**config.mk**
```make
export PLATFORM = sky130hd
export DESIGN_NAME = scr_regs
export DESIGN_NICKNAME = d
export VERILOG_FILES = /design/src/rtl/scr_pkg.sv /design/src/rtl/scr_sync.sv /design/src/rtl/scr_regs.sv
export VERILOG_INCLUDE_DIRS = /design/src /design/src/rtl
export SDC_FILE = /design/constraint.sdc
export NUM_CORES = 1
export LEC_CHECK = 0
export BUFFER_PORTS_ARGS = -buffer_cell sky130_fd_sc_hd__buf_2
export CAP_MARGIN = 20
export CORE_UTILIZATION = 23
export DETAILED_ROUTE_END_ITERATION = 10
export HOLD_SLACK_MARGIN = 0.03
export PLACE_DENSITY = 0.46
export SETUP_SLACK_MARGIN = 0.3
export SYNTH_ARGS = -nofsm -noshare
export SYNTH_HDL_FRONTEND = slang
export SYNTH_SLANG_ARGS = --single-unit
```
**constraint.sdc**
```tcl
create_clock -name clock -period 2.78 [get_ports clock]
set_input_delay 0.556 -clock clock [delete_from_list [all_inputs] [get_ports clock]]
set_output_delay 0.556 -clock clock [all_outputs]
set_load 0.02 [all_outputs]
```
**src/rtl/scr_cfg.svh**
```systemverilog
// scr_cfg.svh - offsets, field positions, reset values and timing figures of the supervisor config bank
`ifndef SCR_CFG_SVH
`define SCR_CFG_SVH

// register offsets on the serial management interface
`define SCR_OFF_ON_HOLD     8'h09
`define SCR_OFF_OFF_DELAY   8'h0A
`define SCR_OFF_RS_HOLD     8'h0B
`define SCR_OFF_WD_PERIOD   8'h0C
`define SCR_OFF_RST_CFG     8'h0D
`define SCR_OFF_RAIL_SEL    8'h0E
`define SCR_OFF_WD_MODE     8'h0F
`define SCR_OFF_LOCK        8'h15

// field positions
`define SCR_CODE_MSB        2
`define SCR_RST_CFG_MSB     3
`define SCR_RST_NO_SHUTDOWN_OUT_N_BIT 0
`define SCR_RST_POL_BIT     1
`define SCR_RST_NO_UV4_BIT  2
`define SCR_RST_FLOAT_BIT   3
`define SCR_RAIL_SEL_BIT    3
`define SCR_WD_MODE_BIT     3

// reset and read-back values
`define SCR_REG_RESET       8'h00
`define SCR_LOCK_READ       8'h01
`define SCR_UNMAPPED_READ   8'h00

// times selected by timing code zero, in ms
`define SCR_ON_HOLD_MS      10
`define SCR_OFF_DELAY_MS    100
`define SCR_RS_HOLD_MS      200
`define SCR_WD_PERIOD_MS    1500

// default 7-bit serial slave address; arbitrary value
`define SCR_DEV_ADDR        7'h2C

`endif

```
**src/rtl/scr_pkg.sv**
```systemverilog
// scr_pkg.sv - types shared by the supervisor config bank
package scr_pkg;

  // serial slave protocol states
  typedef enum logic [3:0] {
    SCR_IDLE,
    SCR_ADDR,
    SCR_ADDR_ACK,
    SCR_PTR,
    SCR_PTR_ACK,
    SCR_WDATA,
    SCR_WDATA_ACK,
    SCR_RDATA,
    SCR_RDATA_ACK
  } scr_i2c_state_t;

  // configuration held by the bank, fed to the supervisor logic
  typedef struct packed {
    logic [2:0] turn_on_hold_time;     // shutdown hold code
    logic [2:0] turn_off_delay_time;   // shutdown delay code
    logic [2:0] reset_hold_time;       // reset hold code
    logic [2:0] watchdog_period;       // watchdog timeout code
    logic [3:0] reset_cfg;             // reset behaviour options
    logic       rail_internal_regulator_rail;             // shutdown rail on regulator
    logic       wd_advanced;           // watchdog advanced mode
    logic       locked;                // programming lock
  } scr_regs_t;

  // reset causes from the surrounding supervisor
  typedef struct packed {
    logic other_cause;      // manual, threshold or watchdog cause
    logic shutdown_active;  // shutdown output is asserted
    logic fourth_under;     // fourth monitor under threshold
    logic kick_floating;    // watchdog kick input seen floating
  } scr_causes_t;

  // synchroniser state
  typedef struct packed {
    logic [1:0] meta;    // first stage
    logic [1:0] stable;  // second stage
  } scr_sync_t;

  // whole state of the bank
  typedef struct packed {
    scr_i2c_state_t state;
    logic [3:0]     bit_cnt;
    logic [7:0]     shift;
    logic           rw;
    logic [7:0]     ptr;
    logic           master_ack;
    logic           sda_oe;
    logic           sda_out;
    logic           scl_q;
    logic           sda_q;
    scr_regs_t      regs;
    logic           reset_out;
  } scr_state_t;

endpackage

```
**src/rtl/scr_sync.sv**
```systemverilog
// scr_sync.sv - two-flop synchroniser for the serial clock and data pins
`timescale 1ns/1ps
`default_nettype none

module scr_sync
  import scr_pkg::*;
(
  input  wire logic       clock,   // system clock
  input  wire logic       rst_b,   // async reset, active low
  input  wire logic [1:0] pin_in,  // raw pins: {scl, sda}
  output logic      [1:0] pin_out  // synchronised pins
);

  scr_sync_t st_ff;   // both stages
  scr_sync_t nxt_st;  // next stages

  // first stage feeds only the second stage
  always_comb begin
    nxt_st        = st_ff;
    nxt_st.meta   = pin_in;
    nxt_st.stable = st_ff.meta;
  end

  // idle bus is high, so reset to ones to avoid a false start
  always_ff @(posedge clock or negedge rst_b) begin
    if (!rst_b) begin
      st_ff <= '{meta: 2'h3, stable: 2'h3};
    end else begin
      st_ff <= nxt_st;
    end
  end

  assign pin_out = st_ff.stable;

endmodule

`default_nettype wire

```
**src/rtl/scr_regs.sv**
```systemverilog
// scr_regs.sv - supervisor configuration bank behind a serial management slave
`timescale 1ns/1ps
`default_nettype none
`include "scr_cfg.svh"

module scr_regs
  import scr_pkg::*;
#(
  parameter logic [6:0] DEV_ADDR = `SCR_DEV_ADDR  // serial slave address
)
(
  input  wire logic                clock,       // 125 MHz system clock
  input  wire logic                rst_b,       // power-on reset, active low
  input  wire logic                scl_in,      // serial clock pin level
  input  wire logic                sda_in,      // serial data pin level
  output logic                     sda_out,     // serial data drive value
  output logic                     sda_oe,      // serial data drive enable
  input  wire scr_pkg::scr_causes_t causes,     // reset causes, same clock
  output scr_pkg::scr_regs_t       cfg_out,     // configuration to supervisor
  output logic                     reset_out    // reset pin level
);

  scr_state_t st_ff;   // all state
  scr_state_t nxt_st;  // next state
  logic [1:0] pins_s;  // synchronised {scl, sda}
  logic       scl_s;   // synchronised clock
  logic       sda_s;   // synchronised data
  logic       scl_rise;
  logic       scl_fall;
  logic       start_c;
  logic       stop_c;
  logic       rst_assert;

  // pins come from the host's domain
  scr_sync u_sync (
    .clock   (clock),
    .rst_b   (rst_b),
    .pin_in  ({scl_in, sda_in}),
    .pin_out (pins_s)
  );

  assign scl_s = pins_s[1];
  assign sda_s = pins_s[0];

  // register read mux, reserved bits and unmapped offsets read zero
  function automatic logic [7:0] read_reg(input scr_regs_t r, input logic [7:0] a);
    logic [7:0] d;
    d = `SCR_UNMAPPED_READ;
    if (a == `SCR_OFF_ON_HOLD) begin
      d = {5'h00, r.turn_on_hold_time};
    end else if (a == `SCR_OFF_OFF_DELAY) begin
      d = {5'h00, r.turn_off_delay_time};
    end else if (a == `SCR_OFF_RS_HOLD) begin
      d = {5'h00, r.reset_hold_time};
    end else if (a == `SCR_OFF_WD_PERIOD) begin
      d = {5'h00, r.watchdog_period};
    end else if (a == `SCR_OFF_RST_CFG) begin
      d = {4'h0, r.reset_cfg};
    end else if (a == `SCR_OFF_RAIL_SEL) begin
      d = {4'h0, r.rail_internal_regulator_rail, 3'h0};
    end else if (a == `SCR_OFF_WD_MODE) begin
      d = {4'h0, r.wd_advanced, 3'h0};
    end else if (a == `SCR_OFF_LOCK) begin
      d = r.locked ? `SCR_LOCK_READ : `SCR_REG_RESET;
    end
    return d;
  endfunction

  // register write, dropped once the bank is locked
  function automatic scr_regs_t write_reg(input scr_regs_t r, input logic [7:0] a, input logic [7:0] d);
    scr_regs_t n;
    n = r;
    if (r.locked) begin
      n = r;
    end else if (a == `SCR_OFF_ON_HOLD) begin
      n.turn_on_hold_time = d[`SCR_CODE_MSB:0];
    end else if (a == `SCR_OFF_OFF_DELAY) begin
      n.turn_off_delay_time = d[`SCR_CODE_MSB:0];
    end else if (a == `SCR_OFF_RS_HOLD) begin
      n.reset_hold_time = d[`SCR_CODE_MSB:0];
    end else if (a == `SCR_OFF_WD_PERIOD) begin
      n.watchdog_period = d[`SCR_CODE_MSB:0];
    end else if (a == `SCR_OFF_RST_CFG) begin
      n.reset_cfg = d[`SCR_RST_CFG_MSB:0];
    end else if (a == `SCR_OFF_RAIL_SEL) begin
      n.rail_internal_regulator_rail = d[`SCR_RAIL_SEL_BIT];
    end else if (a == `SCR_OFF_WD_MODE) begin
      n.wd_advanced = d[`SCR_WD_MODE_BIT];
    end else if (a == `SCR_OFF_LOCK) begin
      n.locked = 1'b1;  // any write locks; only reset unlocks
    end
    return n;
  endfunction

  // bus conditions from synchronised pins and their previous values
  always_comb begin
    scl_rise = scl_s & ~st_ff.scl_q;
    scl_fall = ~scl_s & st_ff.scl_q;
    start_c  = st_ff.scl_q & scl_s & st_ff.sda_q & ~sda_s;
    stop_c   = st_ff.scl_q & scl_s & ~st_ff.sda_q & sda_s;
  end

  // reset pin: combine causes under the configured options
  always_comb begin
    rst_assert = causes.other_cause
               | (causes.shutdown_active & ~st_ff.regs.reset_cfg[`SCR_RST_NO_SHUTDOWN_OUT_N_BIT])
               | (causes.fourth_under & ~st_ff.regs.reset_cfg[`SCR_RST_NO_UV4_BIT])
               | (causes.kick_floating & st_ff.regs.reset_cfg[`SCR_RST_FLOAT_BIT]);
  end

  // serial slave and register update
  always_comb begin
    nxt_st         = st_ff;
    nxt_st.scl_q   = scl_s;
    nxt_st.sda_q   = sda_s;
    nxt_st.sda_out = 1'b0;  // open drain: only ever pulls low
    // polarity flip; bit1 one means high when asserted
    nxt_st.reset_out = st_ff.regs.reset_cfg[`SCR_RST_POL_BIT] ? rst_assert : ~rst_assert;
    if (start_c) begin
      // start or repeated start always restarts the address phase
      nxt_st.state   = SCR_ADDR;
      nxt_st.bit_cnt = 4'h0;
      nxt_st.sda_oe  = 1'b0;
    end else if (stop_c) begin
      nxt_st.state  = SCR_IDLE;
      nxt_st.sda_oe = 1'b0;
    end else begin
      case (st_ff.state)
        SCR_ADDR, SCR_PTR, SCR_WDATA: begin
          if (scl_rise) begin
            // data is sampled while the clock rises
            nxt_st.shift   = {st_ff.shift[6:0], sda_s};
            nxt_st.bit_cnt = st_ff.bit_cnt + 4'h1;
          end else if (scl_fall && st_ff.bit_cnt == 4'h8) begin
            nxt_st.bit_cnt = 4'h0;
            nxt_st.sda_oe  = 1'b1;  // acknowledge the byte
            if (st_ff.state == SCR_ADDR) begin
              if (st_ff.shift[7:1] == DEV_ADDR) begin
                nxt_st.rw    = st_ff.shift[0];
                nxt_st.state = SCR_ADDR_ACK;
              end else begin
                // not ours: stay silent until the next start
                nxt_st.sda_oe = 1'b0;
                nxt_st.state  = SCR_IDLE;
              end
            end else if (st_ff.state == SCR_PTR) begin
              nxt_st.ptr   = st_ff.shift;
              nxt_st.state = SCR_PTR_ACK;
            end else begin
              nxt_st.regs  = write_reg(st_ff.regs, st_ff.ptr, st_ff.shift);
              nxt_st.ptr   = st_ff.ptr + 8'h01;
              nxt_st.state = SCR_WDATA_ACK;
            end
          end
        end
        SCR_ADDR_ACK, SCR_PTR_ACK, SCR_WDATA_ACK: begin
          if (scl_fall) begin
            nxt_st.sda_oe = 1'b0;
            if (st_ff.state == SCR_ADDR_ACK && st_ff.rw) begin
              // read from the current pointer, first bit out now
              nxt_st.shift  = read_reg(st_ff.regs, st_ff.ptr);
              nxt_st.ptr    = st_ff.ptr + 8'h01;
              nxt_st.sda_oe = ~nxt_st.shift[7];
              nxt_st.state  = SCR_RDATA;
            end else if (st_ff.state == SCR_ADDR_ACK) begin
              nxt_st.state = SCR_PTR;
            end else begin
              nxt_st.state = SCR_WDATA;
            end
          end
        end
        SCR_RDATA: begin
          if (scl_fall) begin
            if (st_ff.bit_cnt == 4'h7) begin
              // release the line for the host's acknowledge
              nxt_st.bit_cnt = 4'h0;
              nxt_st.sda_oe  = 1'b0;
              nxt_st.state   = SCR_RDATA_ACK;
            end else begin
              nxt_st.bit_cnt = st_ff.bit_cnt + 4'h1;
              nxt_st.shift   = {st_ff.shift[6:0], 1'b0};
              nxt_st.sda_oe  = ~st_ff.shift[6];
            end
          end
        end
        SCR_RDATA_ACK: begin
          if (scl_rise) begin
            nxt_st.master_ack = ~sda_s;
          end else if (scl_fall) begin
            if (st_ff.master_ack) begin
              // host wants more: auto-increment read
              nxt_st.shift  = read_reg(st_ff.regs, st_ff.ptr);
              nxt_st.ptr    = st_ff.ptr + 8'h01;
              nxt_st.sda_oe = ~nxt_st.shift[7];
              nxt_st.state  = SCR_RDATA;
            end else begin
              nxt_st.state = SCR_IDLE;
            end
          end
        end
        default: begin
          nxt_st.sda_oe = 1'b0;  // idle waits for a start
        end
      endcase
    end
  end

  // all registers clear at power-on; reset pin starts asserted low
  always_ff @(posedge clock or negedge rst_b) begin
    if (!rst_b) begin
      st_ff            <= '0;
      st_ff.state      <= SCR_IDLE;
      st_ff.scl_q      <= 1'b1;
      st_ff.sda_q      <= 1'b1;
    end else begin
      st_ff <= nxt_st;
    end
  end

  assign sda_out   = st_ff.sda_out;
  assign sda_oe    = st_ff.sda_oe;
  assign cfg_out   = st_ff.regs;
  assign reset_out = st_ff.reset_out;

endmodule

`default_nettype wire

```
Yosys cells after proc, flatten, opt, wreduce, memory -nomap -nowiden:

Index checks and enable logic that the tools add are counted.

* muxes and demuxes: 87
* equality and inequality tests: 41
* $add $sub $neg: 2
* bitwise operators: 35
* reduce and logical (&&, ||, !) cells: 23

Operators with widths (number)
* $mux 8: 28
* $mux 4: 16
* $eq 8x4->1 const B: 7
* $ne 4x4->1 const B: 9
* $reduce_and 11->1: 3
* $pmux 8 s4: 1
* $mux 1: 30
* $ne 2x2->1 const B: 12
* $pmux 8 s3: 1
* $mux 22: 1
* $not 1->1: 22
* $reduce_and 7->1: 3
* $eq 4x3->1 const B: 5
* $mux 9: 2
* $mux 16: 1
* $pmux 4 s4: 1
* $reduce_and 15->1: 1
* $reduce_and 14->1: 1
* $reduce_and 13->1: 1
* $reduce_and 12->1: 1
* $and 1x1->1: 10
* $reduce_and 10->1: 1
* $reduce_and 9->1: 1
* $add 8x1->8 const B: 1
* 19 further kinds: 29

* logic and storage cells: 208
* bits in registers: 53
* bits of input ports: 8

Longest topological paths before layout:

Gate-level depths: netlist of the first run.

* depth after elaboration: 22
* mapped depth: 8

Hierarchy:

From an unflattened synthesis of the first run, not the netlist that was laid out.

* cells, all modules: 379
* area total of the unflattened synthesis: 3487.1 µm²

By module, submodules not included
* scr_regs: cells an instance 375, times used 1, area each 3382.0 µm²
* scr_sync: cells an instance 4, times used 1, area each 105.1 µm²

Worst setup path after synthesis of the first run:

OpenSTA, ideal clock, no wires.

* path kind: reg2reg
* start point: register st_ff[47] in the netlist's numbering
* end point: register st_ff[34] in the netlist's numbering
* cell stages (with the launch flop): 7
* arrival time: 1.928 ns
* path slack: 0.727 ns
* path through: dfrtp_1 -> or2_1 -> a21o_1 -> a211o_4 -> and3b_1 -> buf_6 -> mux2_4

* word-level cells in the longest chain between the ends: 4

Ends and longest elaborated chain
* start: declaration: line scr_regs.sv:23 `scr_state_t st_ff;`
* start signal: assignment: line scr_regs.sv:216 `st_ff <= nxt_st;`
* $eq 4x2->1 (tied with other cells): line scr_regs.sv:128, scr_regs.sv:159
* $reduce_or 3->1 or $logic_and 1x1->1 (tied branches): line scr_regs.sv:128, scr_regs.sv:159
* $reduce_bool 4->1 (no line) or $ne 2x2->1 (tied branches)
* $reduce_and 11->1 (no line)

Parallel ways exist; a longest one is shown, timed or not.
A chain may end at the register's enable or synchronous reset.

Worst setup path after layout of the first run:

* start point: register st_ff[47] in the netlist's numbering
* end point: register st_ff[37] in the netlist's numbering

Same word-level chain as after synthesis.

==> impl_metrics.json, run 1 <==
{
  "gr-usage-all-layers": 0.117,
  "area_growth_pct": 10.4,
  "wire_per_inst_um": 16.0,
  "gp_congestion": 0.870,
  "totalWireLength_um": 8720,
  "hold_viol": 0,
  "firstDrtPassIters": 4,
  "ys_warn_count": 0,
  "cts_buffers": 5,
  "cts_setup_buffers": 0,
  "peakVddDrop_mv": 0.217,
  "dieArea_um2": 15400,
  "leakagePower_nw": 1.58,
  "fillers": 1580,
  "crit_required_ns": 2.96,
  "num_rows": 44,
  "synth_edf_count": 0,
  "relSlewSlack": 0.554,
  "ioPinCount": 30,
  "fin_cells": 546,
  "status": "completed",
  "regArea_um2": 1330,
  "clkPwrFrac": 0.401,
  "dp.cells": 538,
  "cp_max_fo": 10,
  "avgSynthCellArea_um2": 9.61,
  "p_per_area_nw_per_um2": 413,
  "clk_latency_ns": 0.30,
  "syn_area_um2": 3430,
  "synthDistinctLibCells": 69,
  "synth_nets": 371,
  "synth_seq_area_share": 0.389,
  "grt_max_degree": 28,
  "die_w_um": 124,
  "synth_top_cell_by_area": "dfrtp_1",
  "synthCells": 357,
  "async_flop_share": 1.00,
  "p_seq_frac": 0.533,
  "switching_share": 0.249,
  "cts_tree": "yes",
  "avgViaCountPerCell": 5.00,
  "yosys-top-cells-area": "dfrtp_1 (34%), mux2_2 (5.6%), dfstp_2 (4.6%), buf_4 (4.4%), nand2_1 (3.6%)",
  "nets": 375,
  "cts_root_buffer": "clkbuf_16",
  "grt_pass1_wl_um": 13900,
  "finalMaxSlewViolations": 0,
  "rsz0062_at_grt": "no",
  "power.switching_w": 0.000390,
  "die_y_um": 124,
  "synth_ff_type": "dfrtp_1",
  "end_kind": "flip-flop",
  "setup_viol": 0,
  "dp_hpwl_um": 6490,
  "max_freq_ghz": 0.421,
  "ant_nets": 0,
  "overflow": 0,
  "combPwrFrac": 0.066,
  "pre_cts_ws_ns": 0.318,
  "cts_sinks": 53,
  "clock_skew_ns": 0.00979,
  "antenna_found_initial": 0,
  "route.detailed.drc": 0,
  "ys_ff_latch": 53,
  "htreeDepth": 2,
  "worstSetupStartpointType": "flip-flop",
  "diodes": 0,
  "initial_utilization": 0.236,
  "total_power_w": 0.00156,
  "multi_input_area_um2": 1810,
  "path_class": "flip-flop to flip-flop",
  "grt_pass1_vias": 2583,
  "port_buffers": 28,
  "intPower_w": 0.00117,
  "cts_buffer_depth": 2,
  "period_needed_ns": 2.37,
  "synth_top_area_share": 0.343,
  "cp.arrival_ns": 2.56,
  "worstHoldPathType": "input port to async pin",
  "vias": 2729,
  "drt-initial-drc-count": 289,
  "tightestPinTransition_ns": 0.663,
  "setup_slack_ns": 0.405,
  "cap_violations": 0,
  "clkTransAtPathRegs_ns": 0.07,
  "setup_tns_ns": 0,
  "core-area_um2": 14500,
  "fin_crit_sh": 0.854,
  "cts_hold_buf": 0,
  "drive_gt1_frac": 0.238,
  "ff2ff_path_depth": 6
}
-- area by class of cell --
| type | count | area share |
|---|---|---|
| inverter | 16 | 0.0159 |
| timing repair buffer | 35 | 0.0542 |
| clock buffer | 6 | 0.0340 |
| tap | 184 | 0.0608 |
| multi-input combinational | 250 | 0.479 |
| clock inverter | 2 | 0.00364 |
| sequential | 53 | 0.352 |
-- cell usage in the layout, fill, tap and decap left out, drive strengths merged, types with 3 or more instances in the layout --
master / n
inv: 17
nand4: 3
a21o: 3
a311oi: 4
nor2b: 7
nor4: 6
nand3b: 6
nand3: 10
mux2: 25
clkbuf: 6
ha: 6
o31ai: 6
a21oi: 20
a32oi: 4
mux2i: 7
dfrtp: 47
o22ai: 5
a211o: 4
nand2: 34
buf: 35
a31oi: 3
nor3: 8
nand2b: 7
nor2: 16
o21ai: 16
a2111oi: 3
dfstp: 6
o211ai: 3
-- per-stage QoR --
step                      area (µm²)  hold slack [ns]  utilization
after floorplan                 3430            0.260            -
after global placement          3630            0.347        0.250
after detailed placement        3630            0.348        0.250
after CTS                       3780            0.312        0.260
after global routing            3790            0.330        0.261
final                           3790            0.288        0.261
-- worst paths after layout --
check                                       from                 to  slack (ns)
worst min-delay path                       rst_b          reset_out        0.29
max in group asynchronous                  rst_b          st_ff[21]        1.84
min in group clock                        scl_in   u_sync.nxt_st[1]        0.35
worst max-delay path                   st_ff[47]          st_ff[37]        0.41
worst max register to register         st_ff[47]          st_ff[37]        0.41
worst min register to register  u_sync.nxt_st[0]  u_sync.pin_out[0]        0.36
-- cell usage after synthesis (4+ instances only) --
cell,number
ha_1,6
a311oi_1,4
nand2b_1,7
o22ai_1,4
clkbuf_1,10
o21ai_0,14
a32oi_1,4
nand2_1,33
nor2_1,15
mux2_2,17
dfstp_2,6
mux2_4,8
nor2b_1,7
nor3_1,8
nand3_1,9
inv_1,16
nand3b_1,6
a21oi_1,20
buf_4,20
o31ai_1,6
nor4_1,6
buf_2,6
mux2i_1,7
dfrtp_1,47
-- sequential cells by signal, summed over array words and instances, names as in the netlist --
signal          flops
u_sync.pin_out      2
sda_oe              1
reset_out           1
st_ff              28
cfg_out            19
u_sync.nxt_st       2
-- kinds of logic (layout without fill, tap and decap cells) --
kind of cell	count (synthesis)	in the layout	synth area share
buf+inv	54	59	0.0853
simple gates	119	119	0.201
fa+ha+maj	6	6	0.0219
other cells	1	1	0.00109
mux	32	32	0.111
xor+xnor	3	3	0.00766
compound gates	89	89	0.183
flops	53	53	0.389
-- power groups by stage --
stage               registers (W)  clock network [W]   logic, W
global route             0.000837           0.000680   0.000118
finish                   0.000833           0.000626   0.000104
global placement         0.000848                  0   0.000102
CTS                      0.000833           0.000644   0.000106
detailed placement       0.000848                  0   0.000105
floorplan                0.000818                  0  0.0000814
-- worst max-delay path, cell delays in order, from the launching register on --
cell,delay [ns]
dfrtp_1,0.48
buf_4,0.21
or4b_4,0.54
o22ai_2,0.22
a211o_4,0.18
and3b_2,0.31
mux2_4,0.32
-- per-layer routing --
metal / vias up / GRT usage / part of all wire
li1: 1301 / - / -
met1: 1330 / 0.157 / 0.48
met2: 80 / 0.185 / 0.45
met3: 18 / 0.0270 / 0.049
met4: 0 / 0.0357 / 0.021
met5: - / 0 / 0
-- what timing repair did --
action / in CTS / in global routing
setup endpoints to repair: 0 / 13
endpoints found under the hold margin: 0 / 0
resized for setup: 0 / 3
Note: power is estimated with default switching activity, not from simulation.
==> inputs of run 2 (changes only) <==
==> constraint.sdc (replaced) <==
create_clock -name clock -period 2.6 [get_ports clock]
set_input_delay 0.52 -clock clock [delete_from_list [all_inputs] [get_ports clock]]
set_output_delay 0.52 -clock clock [all_outputs]
set_load 0.02 [all_outputs]
==> impl_metrics.json, run 2 (synthesis gave the netlist of run 1 again) <==
{
  "leakagePower_nw": 1.63,
  "crit_required_ns": 2.79,
  "fin_crit_sh": 0.890,
  "grt_pass1_vias": 2736,
  "ant_nets": 0,
  "regToRegSetupSlack_ns": 0.29,
  "dp_hpwl_um": 6670,
  "path_class": "flip-flop to flip-flop",
  "fillers": 1564,
  "peakVddDrop_mv": 0.259,
  "use_met1": 0.167,
  "wire_per_inst_um": 16.6,
  "htreeDepth": 2,
  "multi_input_area_um2": 1840,
  "hold_ws_ns": 0.203,
  "finalMaxSlewViolations": 0,
  "intPower_w": 0.00126,
  "drt-initial-drc-count": 170,
  "ioPinCount": 30,
  "grt_pass1_wl_um": 14900,
  "setup_slack_ns": 0.285,
  "area_growth_pct": 12.8,
  "clkPwrFrac": 0.403,
  "met3_usage": 0.0224,
  "core-area_um2": 14500,
  "regMostFlops": "st_ff",
  "hold_viol": 0,
  "period_needed_ns": 2.31,
  "nets": 383,
  "cap_violations": 0,
  "p_seq_frac": 0.527,
  "startpoint": "st_ff[47]",
  "endpoint": "st_ff[37]",
  "diodes": 0,
  "initial_utilization": 0.236,
  "r2r-end": "st_ff[37]",
  "power.switching_w": 0.000433,
  "final_area_um2": 3870,
  "largest_reg_flops": 28,
  "worstHoldPathType": "input port to async pin",
  "port_buffers": 28,
  "tightestPinTransition_ns": 0.576,
  "crit_family": "simple AND/OR/NAND/NOR gates",
  "ff2ff_path_depth": 6,
  "route.detailed.drc": 0,
  "cp_max_fo": 11,
  "cts_tree": "yes",
  "gr-usage-all-layers": 0.126,
  "avgViaCountPerCell": 5.03,
  "setup_viol": 0,
  "r2r_start": "st_ff[47]",
  "dp.cells": 545,
  "clkTransAtPathRegs_ns": 0.07,
  "clk_latency_ns": 0.30,
  "cts_buffers": 5,
  "overflow": 0,
  "cp_num_buf_inv": 1,
  "met2_usage": 0.211,
  "placed_area_um2": 3690,
  "critPathSlowestCell": "or4b_4",
  "end_kind": "flip-flop",
  "cts_sinks": 53,
  "grt_max_degree": 54,
  "switching_share": 0.256,
  "slowest_delay_ns": 0.55,
  "die_w_um": 124,
  "worstSetupStartpointType": "flip-flop",
  "path_cells": "buf_4 -> or4b_4 -> o22ai_2 -> a211o_4 -> and3b_4 -> mux2_4",
  "fin_cells": 554,
  "gp_congestion": 0.837,
  "antenna_found_initial": 0,
  "grt-busiest-layer": "met2",
  "pre_cts_ws_ns": 0.188,
  "totalWireLength_um": 9210,
  "setup_tns_ns": 0,
  "clock_skew_ns": 0.00758,
  "vias": 2788,
  "combPwrFrac": 0.071,
  "cts_root_buffer": "clkbuf_16",
  "num_rows": 44,
  "max_freq_ghz": 0.432,
  "regArea_um2": 1330,
  "drive_gt1_frac": 0.265,
  "cts_buffer_depth": 2,
  "final_common_cell": "dfrtp_1",
  "relSlewSlack": 0.614,
  "dieArea_um2": 15400,
  "layout_common_cells": "dfrtp_1 (47), nand2_1 (33), buf_2 (28), a21oi_1 (20), mux2_2 (17)",
  "p_per_area_nw_per_um2": 437,
  "cp.depth": 6,
  "rsz0062_at_grt": "yes",
  "status": "completed",
  "die_y_um": 124,
  "cp.arrival_ns": 2.51,
  "firstDrtPassIters": 4
}
==> run 2: metal layers <==
metal	up-vias	wire (µm)
met3	6	338
met2	62	4450
met1	1405	4380
li1	1315	-
met5	-	0
met4	0	43
==> run 2: worst min-delay path by stage <==
stage	slack [ns]	depth (start not counted)	endpoint	from
floorplan	0.22	0	cfg_out[0]	rst_b
global placement	0.35	0	u_sync.pin_out[1]	u_sync.nxt_st[1]
detailed placement	0.35	0	u_sync.pin_out[0]	u_sync.nxt_st[0]
CTS	0.22	2	reset_out	rst_b
global route	0.21	2	reset_out	rst_b
finish	0.20	2	reset_out	rst_b
==> run 2: final cells by class <==
type | instances | share of cell area
Multi-Input combinational cell | 250 | 0.475
Clock inverter | 2 | 0.00356
Tap cell | 184 | 0.0595
Sequential cell | 53 | 0.345
Inverter | 16 | 0.0155
Clock buffer | 6 | 0.0333
Timing Repair Buffer | 43 | 0.0686
==> run 2: power groups by stage <==
stage	Clock (W)	Sequential [W]	Combinational [W]
floorplan	0	0.000875	0.0000871
global placement	0	0.000905	0.000120
detailed placement	0	0.000907	0.000121
CTS	0.000710	0.000891	0.000122
global route	0.000737	0.000895	0.000134
finish	0.000681	0.000890	0.000120
==> run 2: per-stage QoR <==
stage	total power, W	utilization
detailed placement	0.00103	0.254
floorplan	0.000962	-
global route	0.00177	0.266
CTS	0.00172	0.264
finish	0.00169	0.266
global placement	0.00103	0.254
==> run 2: repair_timing <==
item / in CTS / in global routing
setup endpoints to repair: 7 / 15
buffers inserted: 0 / 1
hold buffers: 0 / 0
resized for setup: 4 / 4
pin swaps: 0 / 1
hold endpoints to repair: 0 / 0
